$ cat config.mk
export PLATFORM = sky130hd
export DESIGN_NAME = rx_control
export DESIGN_NICKNAME = d
export VERILOG_FILES = /design/src/verilog/rx_pkg.sv /design/src/verilog/bit_sync.sv /design/src/verilog/rx_control.sv
export SDC_FILE = /design/constraint.sdc
export NUM_CORES = 1
export LEC_CHECK = 0
export BUFFER_PORTS_ARGS = -buffer_cell sky130_fd_sc_hd__buf_4
export CAP_MARGIN = 10
export CORE_UTILIZATION = 45
export CTS_CLUSTER_DIAMETER = 40
export CTS_CLUSTER_SIZE = 40
export DETAILED_ROUTE_END_ITERATION = 6
export GPL_TIMING_DRIVEN = 0
export SETUP_SLACK_MARGIN = 0.4
export SYNTH_ARGS = -nofsm -noshare
export SYNTH_HDL_FRONTEND = slang
export SYNTH_SLANG_ARGS = --single-unit
$ cat constraint.sdc
create_clock -name clock -period 3.9 [get_ports clock]
set_input_delay 0.39 -clock clock [delete_from_list [all_inputs] [get_ports clock]]
set_output_delay 0.39 -clock clock [all_outputs]
set_load 0.03 [all_outputs]
$ cat src/verilog/rx_pkg.sv
// shared constants of the receive control block
package rx_pkg;

	typedef enum logic [2:0] {
		MODE_SLEEP   = 3'b000,
		MODE_STANDBY = 3'b001,
		MODE_SYNTH   = 3'b010,
		MODE_RX      = 3'b100,
		MODE_LISTEN  = 3'b111
	} mode_e;

	typedef enum logic [1:0] {
		ENG_IDLE   = 2'b00,
		ENG_MEAS   = 2'b01,
		ENG_RELOCK = 2'b10
	} engine_e;

	// register addresses
	localparam logic [7:0] A_OPMODE    = 8'h01;
	localparam logic [7:0] A_BR_HI     = 8'h02;
	localparam logic [7:0] A_BR_LO     = 8'h03;
	localparam logic [7:0] A_CORR_CTRL = 8'h04;
	localparam logic [7:0] A_DATA_CFG  = 8'h05;
	localparam logic [7:0] A_FEI_HI    = 8'h06;
	localparam logic [7:0] A_FEI_LO    = 8'h07;
	localparam logic [7:0] A_CORR_HI   = 8'h08;
	localparam logic [7:0] A_CORR_LO   = 8'h09;
	localparam logic [7:0] A_CARR_HI   = 8'h0a;
	localparam logic [7:0] A_CARR_LO   = 8'h0b;
	localparam logic [7:0] A_CORR_BW   = 8'h0c;
	localparam logic [7:0] A_RX_BW     = 8'h0d;
	localparam logic [7:0] A_TO_START  = 8'h0e;
	localparam logic [7:0] A_TO_THR    = 8'h0f;
	localparam logic [7:0] A_TEMP      = 8'h10;
	localparam logic [7:0] A_STATUS    = 8'h11;

	// field positions
	localparam int OM_SEQ_OFF  = 7;
	localparam int OM_LISTEN   = 6;
	localparam int OM_MODE_LSB = 2;
	localparam int CC_AUTO     = 0;
	localparam int CC_CLEAR    = 1;
	localparam int CC_AFC_GO   = 2;
	localparam int CC_FEI_GO   = 3;
	localparam int CC_FEI_DONE = 4;
	localparam int CC_AFC_DONE = 5;
	localparam int DC_PACKET   = 0;
	localparam int DC_SYNC_OFF = 1;
	localparam int DC_FAST     = 2;
	localparam int DC_TEMP_GO  = 3;
	localparam int ST_STATE    = 0;
	localparam int ST_ENG      = 3;
	localparam int ST_TEMP     = 4;
	localparam int ST_PLL      = 5;
	localparam int ST_READY    = 6;
	localparam int ST_TIMEOUT  = 7;
	localparam int SY_DATA     = 0;
	localparam int SY_PLL      = 1;
	localparam int SY_OSC      = 2;
	localparam int SY_RSSI     = 3;

	// reset values, write mask and temperature reference
	localparam logic [7:0]  OPMODE_RST  = 8'h04;
	localparam logic [7:0]  OPMODE_MASK = 8'hdc;
	localparam logic [15:0] BR_RST      = 16'h1a0b;
	localparam logic [15:0] CARR_RST    = 16'h8000;
	localparam logic [7:0]  BW_RST      = 8'h55;
	localparam logic [7:0]  TO_RST      = 8'h00;
	localparam logic [7:0]  TEMP_REF    = 8'hc8;

	// timing
	localparam int CLK_NS        = 40;
	localparam int PLL_BW_KHZ    = 300;
	localparam int RELOCK_PERIOD = 5;
	localparam int RELOCK_CYC    = (RELOCK_PERIOD * 1000000
		+ PLL_BW_KHZ * CLK_NS - 1) / (PLL_BW_KHZ * CLK_NS);
	localparam logic [8:0] RELOCK_MAX = 9'(RELOCK_CYC - 1);
	localparam int TEMP_CONV_US  = 100;
	localparam int TEMP_CYC      = TEMP_CONV_US * 1000 / CLK_NS;
	localparam logic [11:0] TEMP_MAX  = 12'(TEMP_CYC - 1);
	localparam logic [2:0] FEI_LAST   = 3'd3;
	localparam logic [2:0] PRE_LAST   = 3'd7;
	localparam logic [2:0] SETTLE_FULL = 3'd4;
	localparam logic [2:0] FAST_SAVE   = 3'd2;
	localparam logic [2:0] SETTLE_FAST = SETTLE_FULL - FAST_SAVE;

endpackage

$ cat src/verilog/bit_sync.sv
// bit synchronizer: recovers bit clock and data
`timescale 1ns/10ps
`default_nettype none
module bit_sync (
	input  wire logic        clock,
	input  wire logic        rst_b,
	input  wire logic        enable,
	input  wire logic        resync,
	input  wire logic [15:0] period,
	input  wire logic        data_in,
	output logic             bit_clock,
	output logic             bit_data,
	output logic             bit_strobe
);
	logic [15:0] cnt;
	logic [15:0] next_cnt;
	logic [15:0] half;
	logic        last;
	logic        next_clock;
	logic        next_data;
	logic        next_strobe;

	always_comb begin
		half = period >> 1;
		next_cnt = cnt + 16'd1;
		next_data = bit_data;
		next_strobe = 1'b0;
		if (!enable)
			next_cnt = '0;
		else if (resync && data_in != last)
			next_cnt = '0;
		else if (cnt >= period - 16'd1)
			next_cnt = '0;
		if (enable && cnt == half) begin
			next_strobe = 1'b1;
			next_data = data_in;
		end
		next_clock = enable && cnt > half;
	end

	always_ff @(posedge clock or negedge rst_b) begin
		if (!rst_b) begin
			cnt <= '0;
			last <= 1'b0;
			bit_clock <= 1'b0;
			bit_data <= 1'b0;
			bit_strobe <= 1'b0;
		end else begin
			cnt <= next_cnt;
			last <= data_in;
			bit_clock <= next_clock;
			bit_data <= next_data;
			bit_strobe <= next_strobe;
		end
	end

endmodule
`default_nettype wire

$ cat src/verilog/rx_control.sv
// receive control: modes, bit sync, afc, temperature, timeouts
`timescale 1ns/10ps
`default_nettype none
module rx_control
	import rx_pkg::*;
(
	input  wire logic        clock,
	input  wire logic        rst_b,
	input  wire logic [7:0]  reg_addr,
	input  wire logic [7:0]  reg_wdata,
	input  wire logic        reg_write,
	input  wire logic        reg_read,
	output logic      [7:0]  reg_rdata,
	input  wire logic        demod_data,
	input  wire logic        pll_lock_raw,
	input  wire logic        osc_ready_raw,
	input  wire logic        rssi_above_raw,
	input  wire logic [15:0] freq_offset,
	input  wire logic [7:0]  temp_adc,
	output logic             recovered_clock_pin,
	output logic             recovered_data,
	output logic             pll_lock_pin,
	output logic             receiver_ready_event,
	output logic             timeout_irq,
	output logic             osc_enable,
	output logic             synth_enable,
	output logic             receiver_enable,
	output logic             listen_active,
	output logic             temp_active,
	output logic      [7:0]  filter_bw,
	output logic      [15:0] carrier_freq
);
	logic [3:0]  sync1;
	logic [3:0]  sync2;
	logic        rssi_q;
	mode_e       state;
	mode_e       next_state;
	mode_e       prev_state;
	mode_e       target;
	logic        up;
	logic        lowish;
	logic [2:0]  mode_f;
	logic        rx_entry;
	logic        sync_on;
	logic        bs_clock;
	logic        bs_data;
	logic        tick;
	logic [7:0]  op_mode, next_op_mode;
	logic [15:0] br, next_br;
	logic        cc_auto, next_cc_auto;
	logic        cc_clear, next_cc_clear;
	logic [2:0]  dcfg, next_dcfg;
	logic [15:0] fei_res, next_fei_res;
	logic [15:0] corr, next_corr;
	logic [15:0] carr, next_carr;
	logic [7:0]  corr_bw, next_corr_bw;
	logic [7:0]  rx_bw, next_rx_bw;
	logic [7:0]  to_start, next_to_start;
	logic [7:0]  to_thr, next_to_thr;
	logic [7:0]  temp_read, next_temp_read;
	logic        fei_done, next_fei_done;
	logic        afc_done, next_afc_done;
	engine_e     eng, next_eng;
	logic        is_afc, next_is_afc;
	logic [2:0]  meas, next_meas;
	logic [8:0]  relock, next_relock;
	logic        temp_busy, next_temp_busy;
	logic [11:0] temp_cnt, next_temp_cnt;
	logic [2:0]  pre, next_pre;
	logic [7:0]  tcount, next_tcount;
	logic        thr_seen, next_thr_seen;
	logic        timeout, next_timeout;
	logic [2:0]  settle, next_settle;
	logic        rx_ready, next_rx_ready;
	logic [2:0]  settle_need;
	logic [7:0]  limit;
	logic [7:0]  rd;
	logic        fei_go;
	logic        afc_go;
	logic        afc_start;
	logic        temp_go;
	logic        thr_rise;

	////////////////////////////////////////////////////////////////////
	// pin synchronisers
	always_ff @(posedge clock or negedge rst_b) begin
		if (!rst_b) begin
			sync1 <= '0;
			sync2 <= '0;
		end else begin
			sync1 <= {rssi_above_raw, osc_ready_raw, pll_lock_raw,
				demod_data};
			sync2 <= sync1;
		end
	end

	////////////////////////////////////////////////////////////////////
	// mode sequencer
	assign mode_f = op_mode[OM_MODE_LSB +: 3];
	assign lowish = state == MODE_SLEEP || state == MODE_LISTEN;

	always_comb begin
		if (op_mode[OM_LISTEN])
			target = MODE_LISTEN;
		else if (mode_f inside {MODE_SLEEP, MODE_STANDBY, MODE_SYNTH,
			MODE_RX})
			target = mode_e'(mode_f);
		else
			target = state;
		up = (target == MODE_RX && state != MODE_RX)
			|| (target == MODE_SYNTH && (lowish || state == MODE_STANDBY))
			|| (target == MODE_STANDBY && lowish);
		next_state = target;
		if (!op_mode[OM_SEQ_OFF] && up) begin
			unique case (state)
				MODE_SLEEP, MODE_LISTEN: next_state = MODE_STANDBY;
				MODE_STANDBY: begin
					if (sync2[SY_OSC])
						next_state = MODE_SYNTH;
					else
						next_state = MODE_STANDBY;
				end
				MODE_SYNTH: begin
					if (sync2[SY_PLL])
						next_state = MODE_RX;
					else
						next_state = MODE_SYNTH;
				end
				default: next_state = target;
			endcase
		end
	end

	always_ff @(posedge clock or negedge rst_b) begin
		if (!rst_b) begin
			state <= MODE_SLEEP;
			prev_state <= MODE_SLEEP;
		end else begin
			state <= next_state;
			prev_state <= state;
		end
	end

	assign rx_entry = state == MODE_RX && prev_state != MODE_RX;
	assign osc_enable = !lowish;
	assign synth_enable = state == MODE_SYNTH || state == MODE_RX;
	assign receiver_enable = state == MODE_RX;
	assign listen_active = state == MODE_LISTEN;
	assign pll_lock_pin = sync2[SY_PLL];

	////////////////////////////////////////////////////////////////////
	// bit synchroniser and bit-period tick
	// forced in packet mode
	assign sync_on = dcfg[DC_PACKET] || !dcfg[DC_SYNC_OFF];

	bit_sync u_data (
		.clock      (clock),
		.rst_b      (rst_b),
		.enable     (sync_on && state == MODE_RX),
		.resync     (1'b1),
		.period     (br),
		.data_in    (sync2[SY_DATA]),
		.bit_clock  (bs_clock),
		.bit_data   (bs_data),
		.bit_strobe ()
	);

	bit_sync u_tick (
		.clock      (clock),
		.rst_b      (rst_b),
		.enable     (state == MODE_RX),
		.resync     (1'b0),
		.period     (br),
		.data_in    (1'b0),
		.bit_clock  (),
		.bit_data   (),
		.bit_strobe (tick)
	);

	////////////////////////////////////////////////////////////////////
	// registers, correction engine, temperature, timeouts
	assign thr_rise = sync2[SY_RSSI] && !rssi_q;
	assign limit = thr_seen ? to_thr : to_start;
	assign settle_need = dcfg[DC_FAST] ? SETTLE_FAST : SETTLE_FULL;
	assign fei_go = reg_write && reg_addr == A_CORR_CTRL
		&& reg_wdata[CC_FEI_GO] && state == MODE_RX;
	assign afc_go = reg_write && reg_addr == A_CORR_CTRL
		&& reg_wdata[CC_AFC_GO] && !cc_auto && state == MODE_RX;
	assign afc_start = (rx_entry && cc_auto) || afc_go;
	assign temp_go = reg_write && reg_addr == A_DATA_CFG
		&& reg_wdata[DC_TEMP_GO];

	always_comb begin
		next_op_mode = op_mode;
		next_br = br;
		next_cc_auto = cc_auto;
		next_cc_clear = cc_clear;
		next_dcfg = dcfg;
		next_fei_res = fei_res;
		next_corr = corr;
		next_carr = carr;
		next_corr_bw = corr_bw;
		next_rx_bw = rx_bw;
		next_to_start = to_start;
		next_to_thr = to_thr;
		next_temp_read = temp_read;
		next_fei_done = fei_done;
		next_afc_done = afc_done;
		next_eng = eng;
		next_is_afc = is_afc;
		next_meas = meas;
		next_relock = relock;
		next_temp_busy = temp_busy;
		next_temp_cnt = temp_cnt;
		next_pre = pre;
		next_tcount = tcount;
		next_thr_seen = thr_seen;
		next_timeout = timeout;
		next_settle = settle;
		next_rx_ready = rx_ready;
		if (reg_write) begin
			case (reg_addr)
				A_OPMODE:    next_op_mode = reg_wdata & OPMODE_MASK;
				A_BR_HI:     next_br[15:8] = reg_wdata;
				A_BR_LO:     next_br[7:0] = reg_wdata;
				A_CORR_CTRL: begin
					next_cc_auto = reg_wdata[CC_AUTO];
					next_cc_clear = reg_wdata[CC_CLEAR];
				end
				A_DATA_CFG:  next_dcfg = reg_wdata[2:0];
				A_CARR_HI:   next_carr[15:8] = reg_wdata;
				A_CARR_LO:   next_carr[7:0] = reg_wdata;
				A_CORR_BW:   next_corr_bw = reg_wdata;
				A_RX_BW:     next_rx_bw = reg_wdata;
				A_TO_START:  next_to_start = reg_wdata;
				A_TO_THR:    next_to_thr = reg_wdata;
				default:     ;
			endcase
		end
		unique case (eng)
			ENG_IDLE: begin
				if (afc_start) begin
					next_eng = ENG_MEAS;
					next_is_afc = 1'b1;
					next_meas = '0;
					next_afc_done = 1'b0;
					next_fei_done = 1'b0;
					if (cc_auto && cc_clear) begin
						next_carr = carr + corr;
						next_corr = '0;
					end
				end else if (fei_go) begin
					next_eng = ENG_MEAS;
					next_is_afc = 1'b0;
					next_meas = '0;
					next_fei_done = 1'b0;
				end
			end
			ENG_MEAS: begin
				if (state != MODE_RX)
					next_eng = ENG_IDLE;
				else if (tick) begin
					if (meas == FEI_LAST) begin
						next_fei_res = freq_offset;
						next_fei_done = 1'b1;
						next_eng = ENG_IDLE;
						if (is_afc) begin
							next_carr = carr - freq_offset;
							next_corr = corr + freq_offset;
							next_afc_done = 1'b1;
							next_eng = ENG_RELOCK;
							next_relock = '0;
						end
					end else
						next_meas = meas + 3'd1;
				end
			end
			ENG_RELOCK: begin
				if (relock == RELOCK_MAX)
					next_eng = ENG_IDLE;
				else
					next_relock = relock + 9'd1;
			end
			default: next_eng = ENG_IDLE;
		endcase
		if (temp_busy) begin
			if (temp_cnt == TEMP_MAX) begin
				next_temp_busy = 1'b0;
				next_temp_read = TEMP_REF - temp_adc;
			end else
				next_temp_cnt = temp_cnt + 12'd1;
		end else if (temp_go && (state == MODE_STANDBY
			|| state == MODE_SYNTH)) begin
			next_temp_busy = 1'b1;
			next_temp_cnt = '0;
		end
		if (rx_entry) begin
			next_pre = '0;
			next_tcount = '0;
			next_thr_seen = 1'b0;
			next_timeout = 1'b0;
			next_settle = '0;
			next_rx_ready = 1'b0;
		end else if (state == MODE_RX) begin
			if (thr_rise && !thr_seen) begin
				next_thr_seen = 1'b1;
				next_pre = '0;
				next_tcount = '0;
			end else if (tick && !timeout) begin
				next_pre = pre + 3'd1;
				if (pre == PRE_LAST)
					next_tcount = tcount + 8'd1;
			end
			if (limit != TO_RST && tcount == limit)
				next_timeout = 1'b1;
			if (!rx_ready && eng == ENG_IDLE && settle >= settle_need)
				next_rx_ready = 1'b1;
			else if (tick && settle < settle_need)
				next_settle = settle + 3'd1;
		end
	end

	always_comb begin
		rd = '0;
		case (reg_addr)
			A_OPMODE:    rd = op_mode;
			A_BR_HI:     rd = br[15:8];
			A_BR_LO:     rd = br[7:0];
			A_CORR_CTRL: begin
				rd[CC_AUTO] = cc_auto;
				rd[CC_CLEAR] = cc_clear;
				rd[CC_FEI_DONE] = fei_done;
				rd[CC_AFC_DONE] = afc_done;
			end
			A_DATA_CFG:  rd[2:0] = dcfg;
			A_FEI_HI:    rd = fei_res[15:8];
			A_FEI_LO:    rd = fei_res[7:0];
			A_CORR_HI:   rd = corr[15:8];
			A_CORR_LO:   rd = corr[7:0];
			A_CARR_HI:   rd = carr[15:8];
			A_CARR_LO:   rd = carr[7:0];
			A_CORR_BW:   rd = corr_bw;
			A_RX_BW:     rd = rx_bw;
			A_TO_START:  rd = to_start;
			A_TO_THR:    rd = to_thr;
			A_TEMP:      rd = temp_read;
			A_STATUS:    begin
				rd[ST_STATE +: 3] = state;
				rd[ST_ENG] = eng != ENG_IDLE;
				rd[ST_TEMP] = temp_busy;
				rd[ST_PLL] = sync2[SY_PLL];
				rd[ST_READY] = rx_ready;
				rd[ST_TIMEOUT] = timeout;
			end
			default:     rd = '0;
		endcase
	end

	always_ff @(posedge clock or negedge rst_b) begin
		if (!rst_b) begin
			op_mode <= OPMODE_RST;
			br <= BR_RST;
			cc_auto <= 1'b0;
			cc_clear <= 1'b0;
			dcfg <= '0;
			fei_res <= '0;
			corr <= '0;
			carr <= CARR_RST;
			corr_bw <= BW_RST;
			rx_bw <= BW_RST;
			to_start <= TO_RST;
			to_thr <= TO_RST;
			temp_read <= '0;
			fei_done <= 1'b0;
			afc_done <= 1'b0;
			eng <= ENG_IDLE;
			is_afc <= 1'b0;
			meas <= '0;
			relock <= '0;
			temp_busy <= 1'b0;
			temp_cnt <= '0;
			pre <= '0;
			tcount <= '0;
			thr_seen <= 1'b0;
			timeout <= 1'b0;
			settle <= '0;
			rx_ready <= 1'b0;
			rssi_q <= 1'b0;
			reg_rdata <= '0;
			receiver_ready_event <= 1'b0;
			recovered_clock_pin <= 1'b0;
			recovered_data <= 1'b0;
			filter_bw <= BW_RST;
		end else begin
			op_mode <= next_op_mode;
			br <= next_br;
			cc_auto <= next_cc_auto;
			cc_clear <= next_cc_clear;
			dcfg <= next_dcfg;
			fei_res <= next_fei_res;
			corr <= next_corr;
			carr <= next_carr;
			corr_bw <= next_corr_bw;
			rx_bw <= next_rx_bw;
			to_start <= next_to_start;
			to_thr <= next_to_thr;
			temp_read <= next_temp_read;
			fei_done <= next_fei_done;
			afc_done <= next_afc_done;
			eng <= next_eng;
			is_afc <= next_is_afc;
			meas <= next_meas;
			relock <= next_relock;
			temp_busy <= next_temp_busy;
			temp_cnt <= next_temp_cnt;
			pre <= next_pre;
			tcount <= next_tcount;
			thr_seen <= next_thr_seen;
			timeout <= next_timeout;
			settle <= next_settle;
			rx_ready <= next_rx_ready;
			rssi_q <= sync2[SY_RSSI];
			reg_rdata <= reg_read ? rd : 8'h00;
			receiver_ready_event <= next_rx_ready && !rx_ready;
			recovered_clock_pin <= sync_on ? bs_clock : 1'b0;
			recovered_data <= sync_on ? bs_data : sync2[SY_DATA];
			filter_bw <= (eng == ENG_MEAS && is_afc) ? corr_bw : rx_bw;
		end
	end

	assign timeout_irq = timeout;
	assign temp_active = temp_busy;
	assign carrier_freq = carr;
endmodule
`default_nettype wire

## After elaboration in Yosys (flattened, before gate mapping)

Cells that the tools add are included.

| storage, ports and cells | value |
|---|---|
| output and inout bits | 42 |
| bits of input ports | 48 |
| word-level logic and storage cells | 303 |
| bits in latches | 0 |
| bits in registers | 231 |
| ROM bits | 0 |
| memories | 0 |
| memory bits (writable) | 0 |

| cells by class | value |
|---|---|
| shift operators | 0 |
| reductions and logical operators | 86 |
| eq/ne operators | 53 |
| multipliers | 0 |
| $add $sub $neg | 13 |
| bitwise logic cells | 1 |
| muxes and demuxes | 101 |
| divide/modulo/power cells | 0 |
| magnitude comparators | 5 |

Operators with widths:

| cell | count |
|---|---|
| $mux 16 | 18 |
| $mux 8 | 10 |
| $eq 8x4->1 const B | 8 |
| $pmux 16 s2 | 2 |
| $pmux 2 s16 | 2 |
| $mux 3 | 18 |
| $mux 9 | 5 |
| $mux 12 | 3 |
| $add 16x1->16 const B | 2 |
| $add 16x16->16 | 2 |
| $eq 16x15->1 | 2 |
| $eq 8x3->1 const B | 4 |
| $ge 16x16->1 | 2 |
| $pmux 2 s15 | 1 |
| $reduce_and 2->1 | 15 |
| $logic_and 1x1->1 | 29 |
| $mux 1 | 26 |
| $ne 2x2->1 const B | 10 |
| $pmux 9 s2 | 1 |
| $reduce_bool 2->1 | 9 |
| $eq 8x2->1 const B | 2 |
| $eq 8x5->1 const B | 2 |
| $gt 16x15->1 | 1 |
| $mux 2 | 8 |
| other kinds (42) | 77 |

## Longest topological paths before layout

Gate-level depths: netlist (run 1).

| depth | value |
|---|---|
| depth in word-level cells | 10 |
| depth in mapped cells | 14 |
| mapped depth without buffers | 13 |

## Hierarchy

Synthesis (run 1) repeated with hierarchy kept, for this count alone.

| unflattened totals | value |
|---|---|
| cell total of the unflattened synthesis | 1,639 |
| area total of the unflattened synthesis | 15,862.7 um2 |

By module, submodules not included:

| module | cells an instance | area each (um2) | times used | sequential area each (um2) |
|---|---|---|---|---|
| rx_control | 1,215 | 12,045.3 | 1 | 4,904.7 |
| bit_sync (u_tick) | 213 | 1,971.9 | 1 | 500.5 |
| bit_sync (u_data) | 211 | 1,845.5 | 1 | 500.5 |

## Worst setup path after synthesis (run 1)

OpenSTA, ideal clock, no wires.

| timing | value |
|---|---|
| path kind | flip-flop to flip-flop |
| from | register br[7] |
| to | register u_data.cnt[11] |
| buffers on the path | 1 |
| arrival time | 3.315 ns |
| data required time | 3.828 ns |
| slack | 0.513 ns |
| setup time | 0.072 ns |
| clock period less this slack | 3.387 ns |
| cell stages (with the launch flop) | 15 |
| cell sequence | dfrtp_1 > nor3_1 > nand2_1 > or4_1 > nor2_1 > xnor2_1 > ha_1 > a21o_1 > a21o_1 > a2111o_1 > a211o_1 > o21ai_1 > nand2_1 > buf_2 > nor2_1 |

| on the way | value |
|---|---|
| word-level cells in the longest chain between the ends | 5 |

Ends and longest elaborated chain:

| what | line | source |
|---|---|---|
| start: declaration | rx_control.sv:49 | `logic [15:0] br, next_br;` |
| start signal: assignment | rx_control.sv:396 | `br <= next_br;` |
| $sub 16x1->16 | bit_sync.sv:32 | `else if (cnt >= period - 16'd1)` |
| $ge 16x16->1 | bit_sync.sv:32 |  |
| $mux 16 | bit_sync.sv:32 |  |
| $mux 16 | bit_sync.sv:30 | `else if (resync && data_in != last)` |
| $mux 16 | bit_sync.sv:28 | `if (!enable)` |
| named net u_data.next_cnt[11] | bit_sync.sv:16 | `logic [15:0] next_cnt;` |
| end signal: assignment | bit_sync.sv:49 | `cnt <= next_cnt;` |
| end: declaration | bit_sync.sv:15 | `logic [15:0] cnt;` |

The timed path passes the listed nets, and every way through them passes these cells.
A chain may end at the register's enable or synchronous reset.

## Worst setup path in the final report (run 1)

| timing | value |
|---|---|
| from | register br[7] |
| to | register u_data.cnt[2] |

The elaborated chain is that of the path after synthesis.

==> out/metrics.yaml, run 1 <==
crit_fanout: 5
cap_violations: 0
r2r_setup_slack_ns: 0.53
yosys.area.top_type: "dfrtp_1"
crit_type: "reg2reg"
internal-power_w: 0.00549
cts-buffers-inserted: 43
ys_top_cells_by_area: "dfrtp_1, ha_1, mux2_2, xor2_1, o21ai_0"
synth.top_cells.by_count: "dfrtp_1, nand2_1, nor2_1"
r2r_cells: 14
vias_per_cell: 5.85
ctsHtreeMaxLevel: 2
cts.sinks: 231
critical_path_buf_inv_count: 1
drc: 0
grt_overflow_total: 0
seq_area_mm2: 0.00581
path_depth: 14
fillCellCount: 2982
fin_ws_ns: 0.532
powerDensity_mw_per_mm2: 436
drv_slew: 0
crit_chain: "nor3_4 > nand2_2 > or4_4 > nor2_4 > xnor2_4 > ha_4 > a21o_1 > a21o_1 > a2111o_1 > a211o_1 > o21ai_2 > nand2_2 > buf_4 > nor2_1"
skew_ns: 0.0106
cts_tree: "done"
netlist_area_mm2: 0.0149
power.share.clock_pct: 48.5
synth_top_family_by_area: "compound AO/OA/AOI/OAI gates"
multi_input_area_mm2: 0.00872
wl_per_cell_um: 21.4
grt_use_total_pct: 27.9
synth_compound_area_share_pct: 16.1
die-height_um: 184
vias: 12800
synth_cell_types: 81
die_area_mm2: 0.0339
fin_crit_ns: 3.37
cp_slowest_cell: "or4_4"
p_leak_nw: 8.25
io_pins: 90
combPwrFrac_pct: 17.5
synth_top_area_share_pct: 35.3
outcome: "finished clean"
synthSimpleGateAreaFrac_pct: 15.8
clk_path_buf_depth: 3
fin_crit_sh_pct: 86.4
core_mm2: 0.0326
post-place-ws_ns: -0.0167
irDropWorstVdd_mv: 0.294
maxSlewHeadroom_pct: 37.6
swShare_pct: 29.6
synthAdderAreaFrac_pct: 9.09
async_flop_share_pct: 100
insertion_delay_ns: 0.55
cts-root-buf: "clkbuf_16"
dp_hpwl_mm: 34.8
fp-row-count: 66
final_antenna_net_count: 0
synth_flop_cell: "dfrtp_1"
gp_congestion: 0.966
drtIter0Drc: 782
post_synth.cell_area_avg_um2: 9.58
hold_ws_ns: 0.131
fmax_mhz: 297
power.switching_w: 0.00231
hold_class: "in2reg"
final_layout_size_suffix_gt1_share_pct: 19.3
cp-end-kind: "register"
hold_depth: 3
syn_inst: 1560
synth_seq_area_share_pct: 38.9
cts.reportedPaths.clkPinSlew_ns: 0.06
grt_max_degree: 110
hold_viol: 0
antenna_found_initial: 1
synth.most_common_cell: "dfrtp_1"
start_util_pct: 45.8
finalSetupViolCount: 0
cp-start-kind: "register"
first_pass_iters: 6
crit_family: "simple AND/OR/NAND/NOR gates"
crit_path_max_incr_delay_ns: 0.53
worst_slew_pin_slew_ns: 0.936
crit_arrival_ns: 3.85
port_buffers: 83
grt_pass1_vias: 12200
synth-seq-cells: 231
required_ns: 4.38
drt-total-wl_mm: 46.6
num-nets-final: 1860
design_area_mm2: 0.0179
p_seq_share_pct: 34.1
die_x_um: 184
syn-num-nets: 1714
grt_pass1_wl_mm: 71.1
area_growth_pct: 19.8
dpl-instance-area_mm2: 0.0162
synth_warnings: 0
synth_edf_count: 0
rsz0062_at_grt: "no"
synth_mux_area_share_pct: 9.56
yosys.area_share.xor_xnor_pct: 7.09
-- area by class of cell --
class / count / area share (%)
Multi-Input combinational cell: 1196 / 48.7
Sequential cell: 231 / 32.4
Clock buffer: 54 / 6.69
Timing Repair Buffer: 101 / 4.57
Tap cell: 442 / 3.09
Clock inverter: 26 / 1.56
Inverter: 70 / 1.50
Buffer: 63 / 1.45
Antenna cell: 1 / 0.0140
-- placed cells by master, fill, tap and decap left out, types with 8 or more instances in the layout --
master	count
dfrtp_1	208
nand2_1	120
nor2_1	110
o21ai_0	106
ha_1	102
buf_4	93
mux2_2	89
a21oi_1	70
xor2_1	70
inv_1	67
nand3_1	67
clkbuf_1	49
xnor2_1	48
clkbuf_16	44
mux2i_1	38
a21o_1	25
nand4_1	24
nor3_1	24
and3_1	22
dfstp_2	20
a31oi_1	17
a22oi_1	15
nor2b_1	14
a22o_1	14
a211oi_1	13
o211ai_1	13
nand2b_1	13
nor4_1	13
and2_1	12
buf_1	9
a211o_1	9
or3_1	8
-- power groups by stage --
| stage | combinational [W] | clock, W | sequential (W) |
|---|---|---|---|
| final | 0.00136 | 0.00378 | 0.00266 |
| after global routing | 0.00150 | 0.00395 | 0.00267 |
| after CTS | 0.00130 | 0.00384 | 0.00266 |
| after detailed placement | 0.00128 | 0 | 0.00269 |
| after global placement | 0.00125 | 0 | 0.00269 |
| after floorplan | 0.000828 | 0 | 0.00269 |
-- metrics by stage --
stage               std cells  utilization [%]  power [W]  TNS, ns
finish                   2184             54.9    0.00781        0
global placement         2085             49.4    0.00394        0
floorplan                1560                -    0.00351        0
CTS                      2174             54.5    0.00780        0
detailed placement       2087             49.6    0.00397  -0.0535
global route             2183             54.9    0.00812        0
-- sequential cells by signal, indices dropped and copies added, names as in the netlist, 9 cells and up --
name,cells
u_tick.cnt,16
br,16
u_data.cnt,16
relock,9
fei_res,16
carrier_freq,16
temp_cnt,12
corr,16
-- layer usage --
layer,global-route usage (%),vias to the layer above,share of wire (%)
li1,-,6005,-
met1,37.0,6279,44
met4,11.0,2,3.3
met5,0,-,0.028
met3,5.45,107,6.1
met2,44.6,383,46
-- cells by family (layout without fill, tap and decap cells) --
logic type                 after synthesis  in the layout
and+or+nand+nor                        472            472
DFF                                    231            231
muxes                                  129            129
other                                    0              1
AOI/OAI and AO/OA                      367            367
buffers and inverters                  133            314
adders and majority gates              107            107
xor gates and xnor gates               121            121
-- repair_timing --
action / 4_1_cts / 5_1_grt
pin swaps: 1 / 9
hold buffers: 5 / 0
endpoints found under the setup margin: 16 / 15
hold endpoints to repair: 55 / 0
buffers inserted: 2 / 9
resized for setup: 12 / 13
-- tightest hold or removal path: cells and delay by family --
kind	cells	cell delay, ns
AOI/OAI and AO/OA	1	0.05
buffers and inverters	2	0.18
-- worst paths after layout --
check / from / to
worst max register to register: br[7] / u_data.cnt[2]
worst min register to register: sync1[1] / sync2[1]
max in group asynchronous: rst_b / corr[0]
worst min-delay path: reg_read / reg_rdata[2]
min in group asynchronous: rst_b / u_data.cnt[4]
worst max-delay path: br[7] / u_data.cnt[2]
No activity file was read; power rests on OpenSTA's default activity.
==> run 2, diff against run 1 <==
--- a/config.mk
+++ b/config.mk
@@ -5,14 +5,15 @@
 export SDC_FILE = /design/constraint.sdc
 export NUM_CORES = 1
 export LEC_CHECK = 0
-export BUFFER_PORTS_ARGS = -buffer_cell sky130_fd_sc_hd__buf_4
 export CAP_MARGIN = 10
 export CORE_UTILIZATION = 45
 export CTS_CLUSTER_DIAMETER = 40
-export CTS_CLUSTER_SIZE = 40
+export CTS_CLUSTER_SIZE = 16
 export DETAILED_ROUTE_END_ITERATION = 6
+export DONT_BUFFER_PORTS = 1
 export GPL_TIMING_DRIVEN = 0
 export SETUP_SLACK_MARGIN = 0.4
 export SYNTH_ARGS = -nofsm -noshare
 export SYNTH_HDL_FRONTEND = slang
+export SYNTH_HIERARCHICAL = 1
 export SYNTH_SLANG_ARGS = --single-unit
==> run 2 against run 1 <==
Effect of this change:
- the flow now finishes with violations (hold timing)
- clock power is 9.8% higher
- critical endpoint is now u_tick/cnt[10]
- combinational power is 6% lower
- worst hold slack worse by 0.62 ns
- maximum frequency is 1.3% higher
- critical path type unchanged
- final area is 1.5% higher
- register-to-register slack better by 0.04 ns
- sequential power is 3% higher
==> out/metrics.yaml, run 2 <==
cts.sinks: 232
p_leak_nw: 8.03
drc: 0
clk_path_buf_depth: 3
finalSetupViolCount: 0
netlist_area_mm2: 0.0157
final_cell_mix: "dfrtp_1, nand2_1, ha_1"
irDropWorstVdd_mv: 0.319
cp-end-kind: "register"
cp_slowest_cell: "or4_4"
combPwrFrac_pct: 15.7
post-place-ws_ns: -0.0299
power.switching_w: 0.00248
r2r-start: "br[4]"
crit_fanout: 10
rsz0062_at_grt: "no"
die-height_um: 189
grt_use_total_pct: 28.1
r2r_cells: 10
failed_checks: "hold timing"
crit_path_max_incr_delay_ns: 0.58
core_mm2: 0.0339
vias_per_cell: 5.94
io_pins: 90
fmax_mhz: 301
crit_chain: "nor4_4 > nand4_1 > nor3_1 > xnor2_1 > ha_1 > nand4_2 > or4_4 > o32ai_4 > buf_8 > nor3_2"
r2r_setup_slack_ns: 0.57
cts-buffers-inserted: 47
outcome: "finished with violations"
hold_buffers: 22
vias: 13000
cts-root-buf: "clkbuf_16"
cap_violations: 0
powerDensity_mw_per_mm2: 450
p_seq_share_pct: 33.6
num-nets-final: 1875
fin_crit_ns: 3.33
design_area_mm2: 0.0182
hold_class: "in2async"
wl_per_cell_um: 22.5
post_synth.cell_area_avg_um2: 9.69
final_layout_size_suffix_gt1_share_pct: 16.5
drv_slew: 0
worst_slew_pin_slew_ns: 0.968
swShare_pct: 30.3
antenna_found_initial: 2
layout_commonest_cell: "dfrtp_1"
start_util_pct: 46.3
die_x_um: 189
drt-total-wl_mm: 49.2
cts.reportedPaths.clkPinSlew_ns: 0.06
crit_arrival_ns: 3.77
grt_pass1_wl_mm: 76.7
drtIter0Drc: 991
cts_tree: "done"
area_growth_pct: 16.0
final_antenna_net_count: 0
gp_congestion: 0.983
required_ns: 4.35
finalNonFillerCells: 2189
synth_warnings: 6
timing.rr.end: "u_tick/cnt[10]"
dpl-instance-area_mm2: 0.0162
syn_inst: 1618
setup.worst_path.start: "br[4]"
dp_hpwl_mm: 36.1
hold_ws_ns: -0.492
port_buffers: 0
first_pass_iters: 5
die_area_mm2: 0.0356
fin_ws_ns: 0.575
grt_pass1_vias: 12800
grt_overflow_total: 0
fin_crit_sh_pct: 85.3
ctsHtreeMaxLevel: 2
insertion_delay_ns: 0.59
skew_ns: 0.0241
fp-row-count: 67
crit_type: "reg2reg"
internal-power_w: 0.00571
cp-start-kind: "register"
power.share.clock_pct: 50.7
dpl.cell_count: 2068
hold_viol: 232
maxSlewHeadroom_pct: 35.5
grt_max_degree: 233
[run 2: critical path: cells and delay by family (launching register included)]
kind,cells,cell delay (ns)
buffers and inverters,1,0.20
AO/OA/AOI/OAI,1,0.33
AND/OR/NAND/NOR,6,1.72
flip-flops,1,0.48
XOR/XNOR,1,0.11
adder cells (fa/ha/maj),1,0.33
[run 2: what timing repair did]
action,in CTS,in global routing
gates cloned,0,1
buffers inserted,3,5
gates resized for setup,5,8
endpoints found under the hold margin,259,232
setup endpoints to repair,32,32
pin swaps,2,4
[run 2: how the worst max path moves through the flow]
| stage | end | slack (ns) |
|---|---|---|
| floorplan | u_tick/cnt[10] | 0.59 |
| global placement | u_data/cnt[9] | 0.06 |
| detailed placement | u_data/cnt[11] | -0.03 |
| CTS | u_data/cnt[9] | 0.43 |
| global route | u_tick/cnt[10] | 0.40 |
| finish | u_tick/cnt[10] | 0.57 |
[run 2: power groups by stage]
stage	Sequential, W	Combinational (W)	Clock [W]
floorplan	0.00272	0.000977	0
global placement	0.00278	0.00121	0
detailed placement	0.00279	0.00123	0
CTS	0.00275	0.00127	0.00422
global route	0.00276	0.00142	0.00433
finish	0.00275	0.00128	0.00415
[run 2: per-layer routing]
layer | GRT usage [%] | part of all wire [%]
met5 | 0 | 0
met4 | 10.3 | 3.0
met3 | 4.45 | 5.4
met2 | 46.9 | 48
met1 | 36.6 | 44
[run 2: cell type report]
class                   count  area, um^2
fillers                  3128       15700
inverters                  81         304
well taps                 448         561
clock buffers              52        1200
flip-flops and latches    232        5830
multi-input cells        1253        9290
plain buffers              54         275
clock inverters            36         424
repair buffers             31         285
diodes                      2        5.00
[run 2: metrics by stage]
stage               power, W  setup TNS [ns]  util, %  hold slack [ns]
floorplan            0.00370               0        -           0.0944
global placement     0.00399               0     47.9            0.104
detailed placement   0.00402          -0.155     47.9            0.102
CTS                  0.00823               0     53.5           -0.527
global route         0.00851               0     53.7           -0.521
finish               0.00819               0     53.7           -0.492
==> run 3, diff against run 2 <==
--- a/config.mk
+++ b/config.mk
@@ -6,12 +6,14 @@
 export NUM_CORES = 1
 export LEC_CHECK = 0
 export CAP_MARGIN = 10
+export CORE_MARGIN = 3
 export CORE_UTILIZATION = 45
 export CTS_CLUSTER_DIAMETER = 40
 export CTS_CLUSTER_SIZE = 16
 export DETAILED_ROUTE_END_ITERATION = 6
 export DONT_BUFFER_PORTS = 1
 export GPL_TIMING_DRIVEN = 0
+export HOLD_SLACK_MARGIN = 0.12
 export SETUP_SLACK_MARGIN = 0.4
 export SYNTH_ARGS = -nofsm -noshare
 export SYNTH_HDL_FRONTEND = slang
==> run 3 against run 2 <==
Effect of this change:
- the run still ends with hold timing left
- count of clock-buffer cells in the layout shrank 4
- non-clock buffer count grew 13
- utilization grew 0.10 points
- die area grew 4.3%
- first-iteration DRC count shrank 5.3%
- wire length grew 0.17%
- total power shrank 2.1%
- critical path depth grew 1
- combinational power grew 4%
- worst hold slack gained 0.0098 ns
- flip-flop and latch count is the same
- largest power group unchanged
==> out/metrics.yaml, run 3 (synthesis results as in run 2) <==
outcome: "finished with violations"
internal-power_w: 0.00560
cts_tree: "done"
skew_ns: 0.0211
postLayoutCoreUtil_pct: 53.8
drv_slew: 0
first_pass_iters: 5
final_layout_size_suffix_gt1_share_pct: 16.8
fmax_mhz: 294
area_growth_pct: 16.5
hold_class: "in2async"
grt_pass1_vias: 13000
port_buffers: 0
fin_crit_ns: 3.40
finalSetupViolCount: 0
p_leak_nw: 8.09
crit_fanout: 10
start_util_pct: 46.2
grt_max_degree: 233
num-nets-final: 1885
fp-row-count: 67
grt_overflow_total: 0
required_ns: 4.35
design_area_mm2: 0.0183
cts-buffers-inserted: 44
final_antenna_net_count: 0
wl_per_cell_um: 22.5
gp_congestion: 1.01
dpl.cell_count: 2068
antenna_found_initial: 1
clk_path_buf_depth: 3
powerDensity_mw_per_mm2: 439
power.share.clock_pct: 49.0
hold_buffers: 32
cts.reportedPaths.clkPinSlew_ns: 0.06
r2r_cells: 11
swShare_pct: 30.2
vias_per_cell: 5.95
worst_slew_pin_slew_ns: 0.938
die-height_um: 193
die_area_mm2: 0.0371
power.switching_w: 0.00242
antenna_cells: 0
dpl-instance-area_mm2: 0.0162
cap_violations: 0
io_pins: 90
drtIter0Drc: 938
cp-end-kind: "register"
fin_crit_sh_pct: 87.1
cts.sinks: 232
drt-total-wl_mm: 49.3
hold_ws_ns: -0.482
core_mm2: 0.0340
cp-start-kind: "register"
failed_checks: "hold timing"
dp_hpwl_mm: 36.1
maxSlewHeadroom_pct: 37.5
rsz0062_at_grt: "yes"
combPwrFrac_pct: 16.6
die_x_um: 193
hold_viol: 232
crit_type: "reg2reg"
grt_pass1_wl_mm: 76.8
finalNonFillerCells: 2194
irDropWorstVdd_mv: 0.399
ctsHtreeMaxLevel: 2
p_seq_share_pct: 34.4
vias: 13100
insertion_delay_ns: 0.57
cts-root-buf: "clkbuf_16"
final_cell_mix: "dfrtp_1, nand2_1, ha_1"
grt_use_total_pct: 27.1
layout_commonest_cell: "dfrtp_1"
crit_arrival_ns: 3.85
drc: 0
## run 3: cell count changes in the layout (fill, tap and decap cells not counted), sizes merged
cell         change
inv              -1
clkinvlp         -5
clkbuf           -4
dlygate4sd3     +10
bufinv           -1
buf              +3
diode            -2
clkinv           +5
## run 3: cell type report
class,count,area [um^2]
repair buffers,44,418
multi-input cells,1253,9320
fillers,3113,15700
plain buffers,54,275
well taps,448,561
flip-flops and latches,232,5830
clock inverters,34,379
inverters,81,304
clock buffers,48,1170
## run 3: worst paths after layout
path | from | end | slack, ns
setup / recovery | br[4] | u_tick/cnt[0] | 0.50
hold / removal | rst_b | filter_bw[5] | -0.48
setup reg to reg | br[4] | u_tick/cnt[0] | 0.50
hold reg to reg | sync1[3] | sync2[3] | 0.35
max in group asynchronous | rst_b | carrier_freq[15] | 3.92
min in group clock | freq_offset[1] | corr[1] | 0.14
## run 3: through the flow
stage	TNS (ns)	setup WS [ns]	power [W]	hold slack (ns)
global placement	0	0.00206	0.00400	0.102
detailed placement	-0.0980	-0.0262	0.00402	0.100
global route	0	0.282	0.00837	-0.504
finish	0	0.502	0.00802	-0.482
CTS	0	0.397	0.00804	-0.506
floorplan	0	0.588	0.00370	0.0944
## run 3: what timing repair did
action | 4_1_cts | 5_1_grt
gates resized for setup | 5 | 15
endpoints found under the setup margin | 32 | 32
pin swaps | 2 | 8
endpoints found under the hold margin | 274 | 232
buffers inserted | 3 | 9
cloned | 0 | 0
## run 3: worst max-delay path, cell delays in order, from the launching register on
cell and delay, ns:
dfrtp_2 0.46, buf_6 0.14, nor4_4 0.39, nand4_1 0.23, nor4_2 0.21, xnor2_1 0.14
ha_1 0.39, nand4_4 0.14, or4_4 0.57, o32ai_4 0.35, buf_8 0.20, nor3_2 0.06
## run 3: layer usage
layer | GRT usage [%] | wire length, um | vias to the layer above
met5 | 0 | 0 | -
met4 | 9.69 | 1630 | 0
met3 | 5.21 | 3150 | 91
met2 | 44.2 | 23100 | 415
met1 | 36.0 | 21400 | 6466
li1 | - | - | 6085
## run 3: power groups by stage
stage / clock network [W] / logic (W) / registers [W]
2_1_floorplan: 0 / 0.000977 / 0.00272
3_3_place_gp: 0 / 0.00121 / 0.00279
3_5_place_dp: 0 / 0.00123 / 0.00279
4_1_cts: 0.00400 / 0.00128 / 0.00276
5_1_grt: 0.00412 / 0.00147 / 0.00277
6_report: 0.00393 / 0.00133 / 0.00276
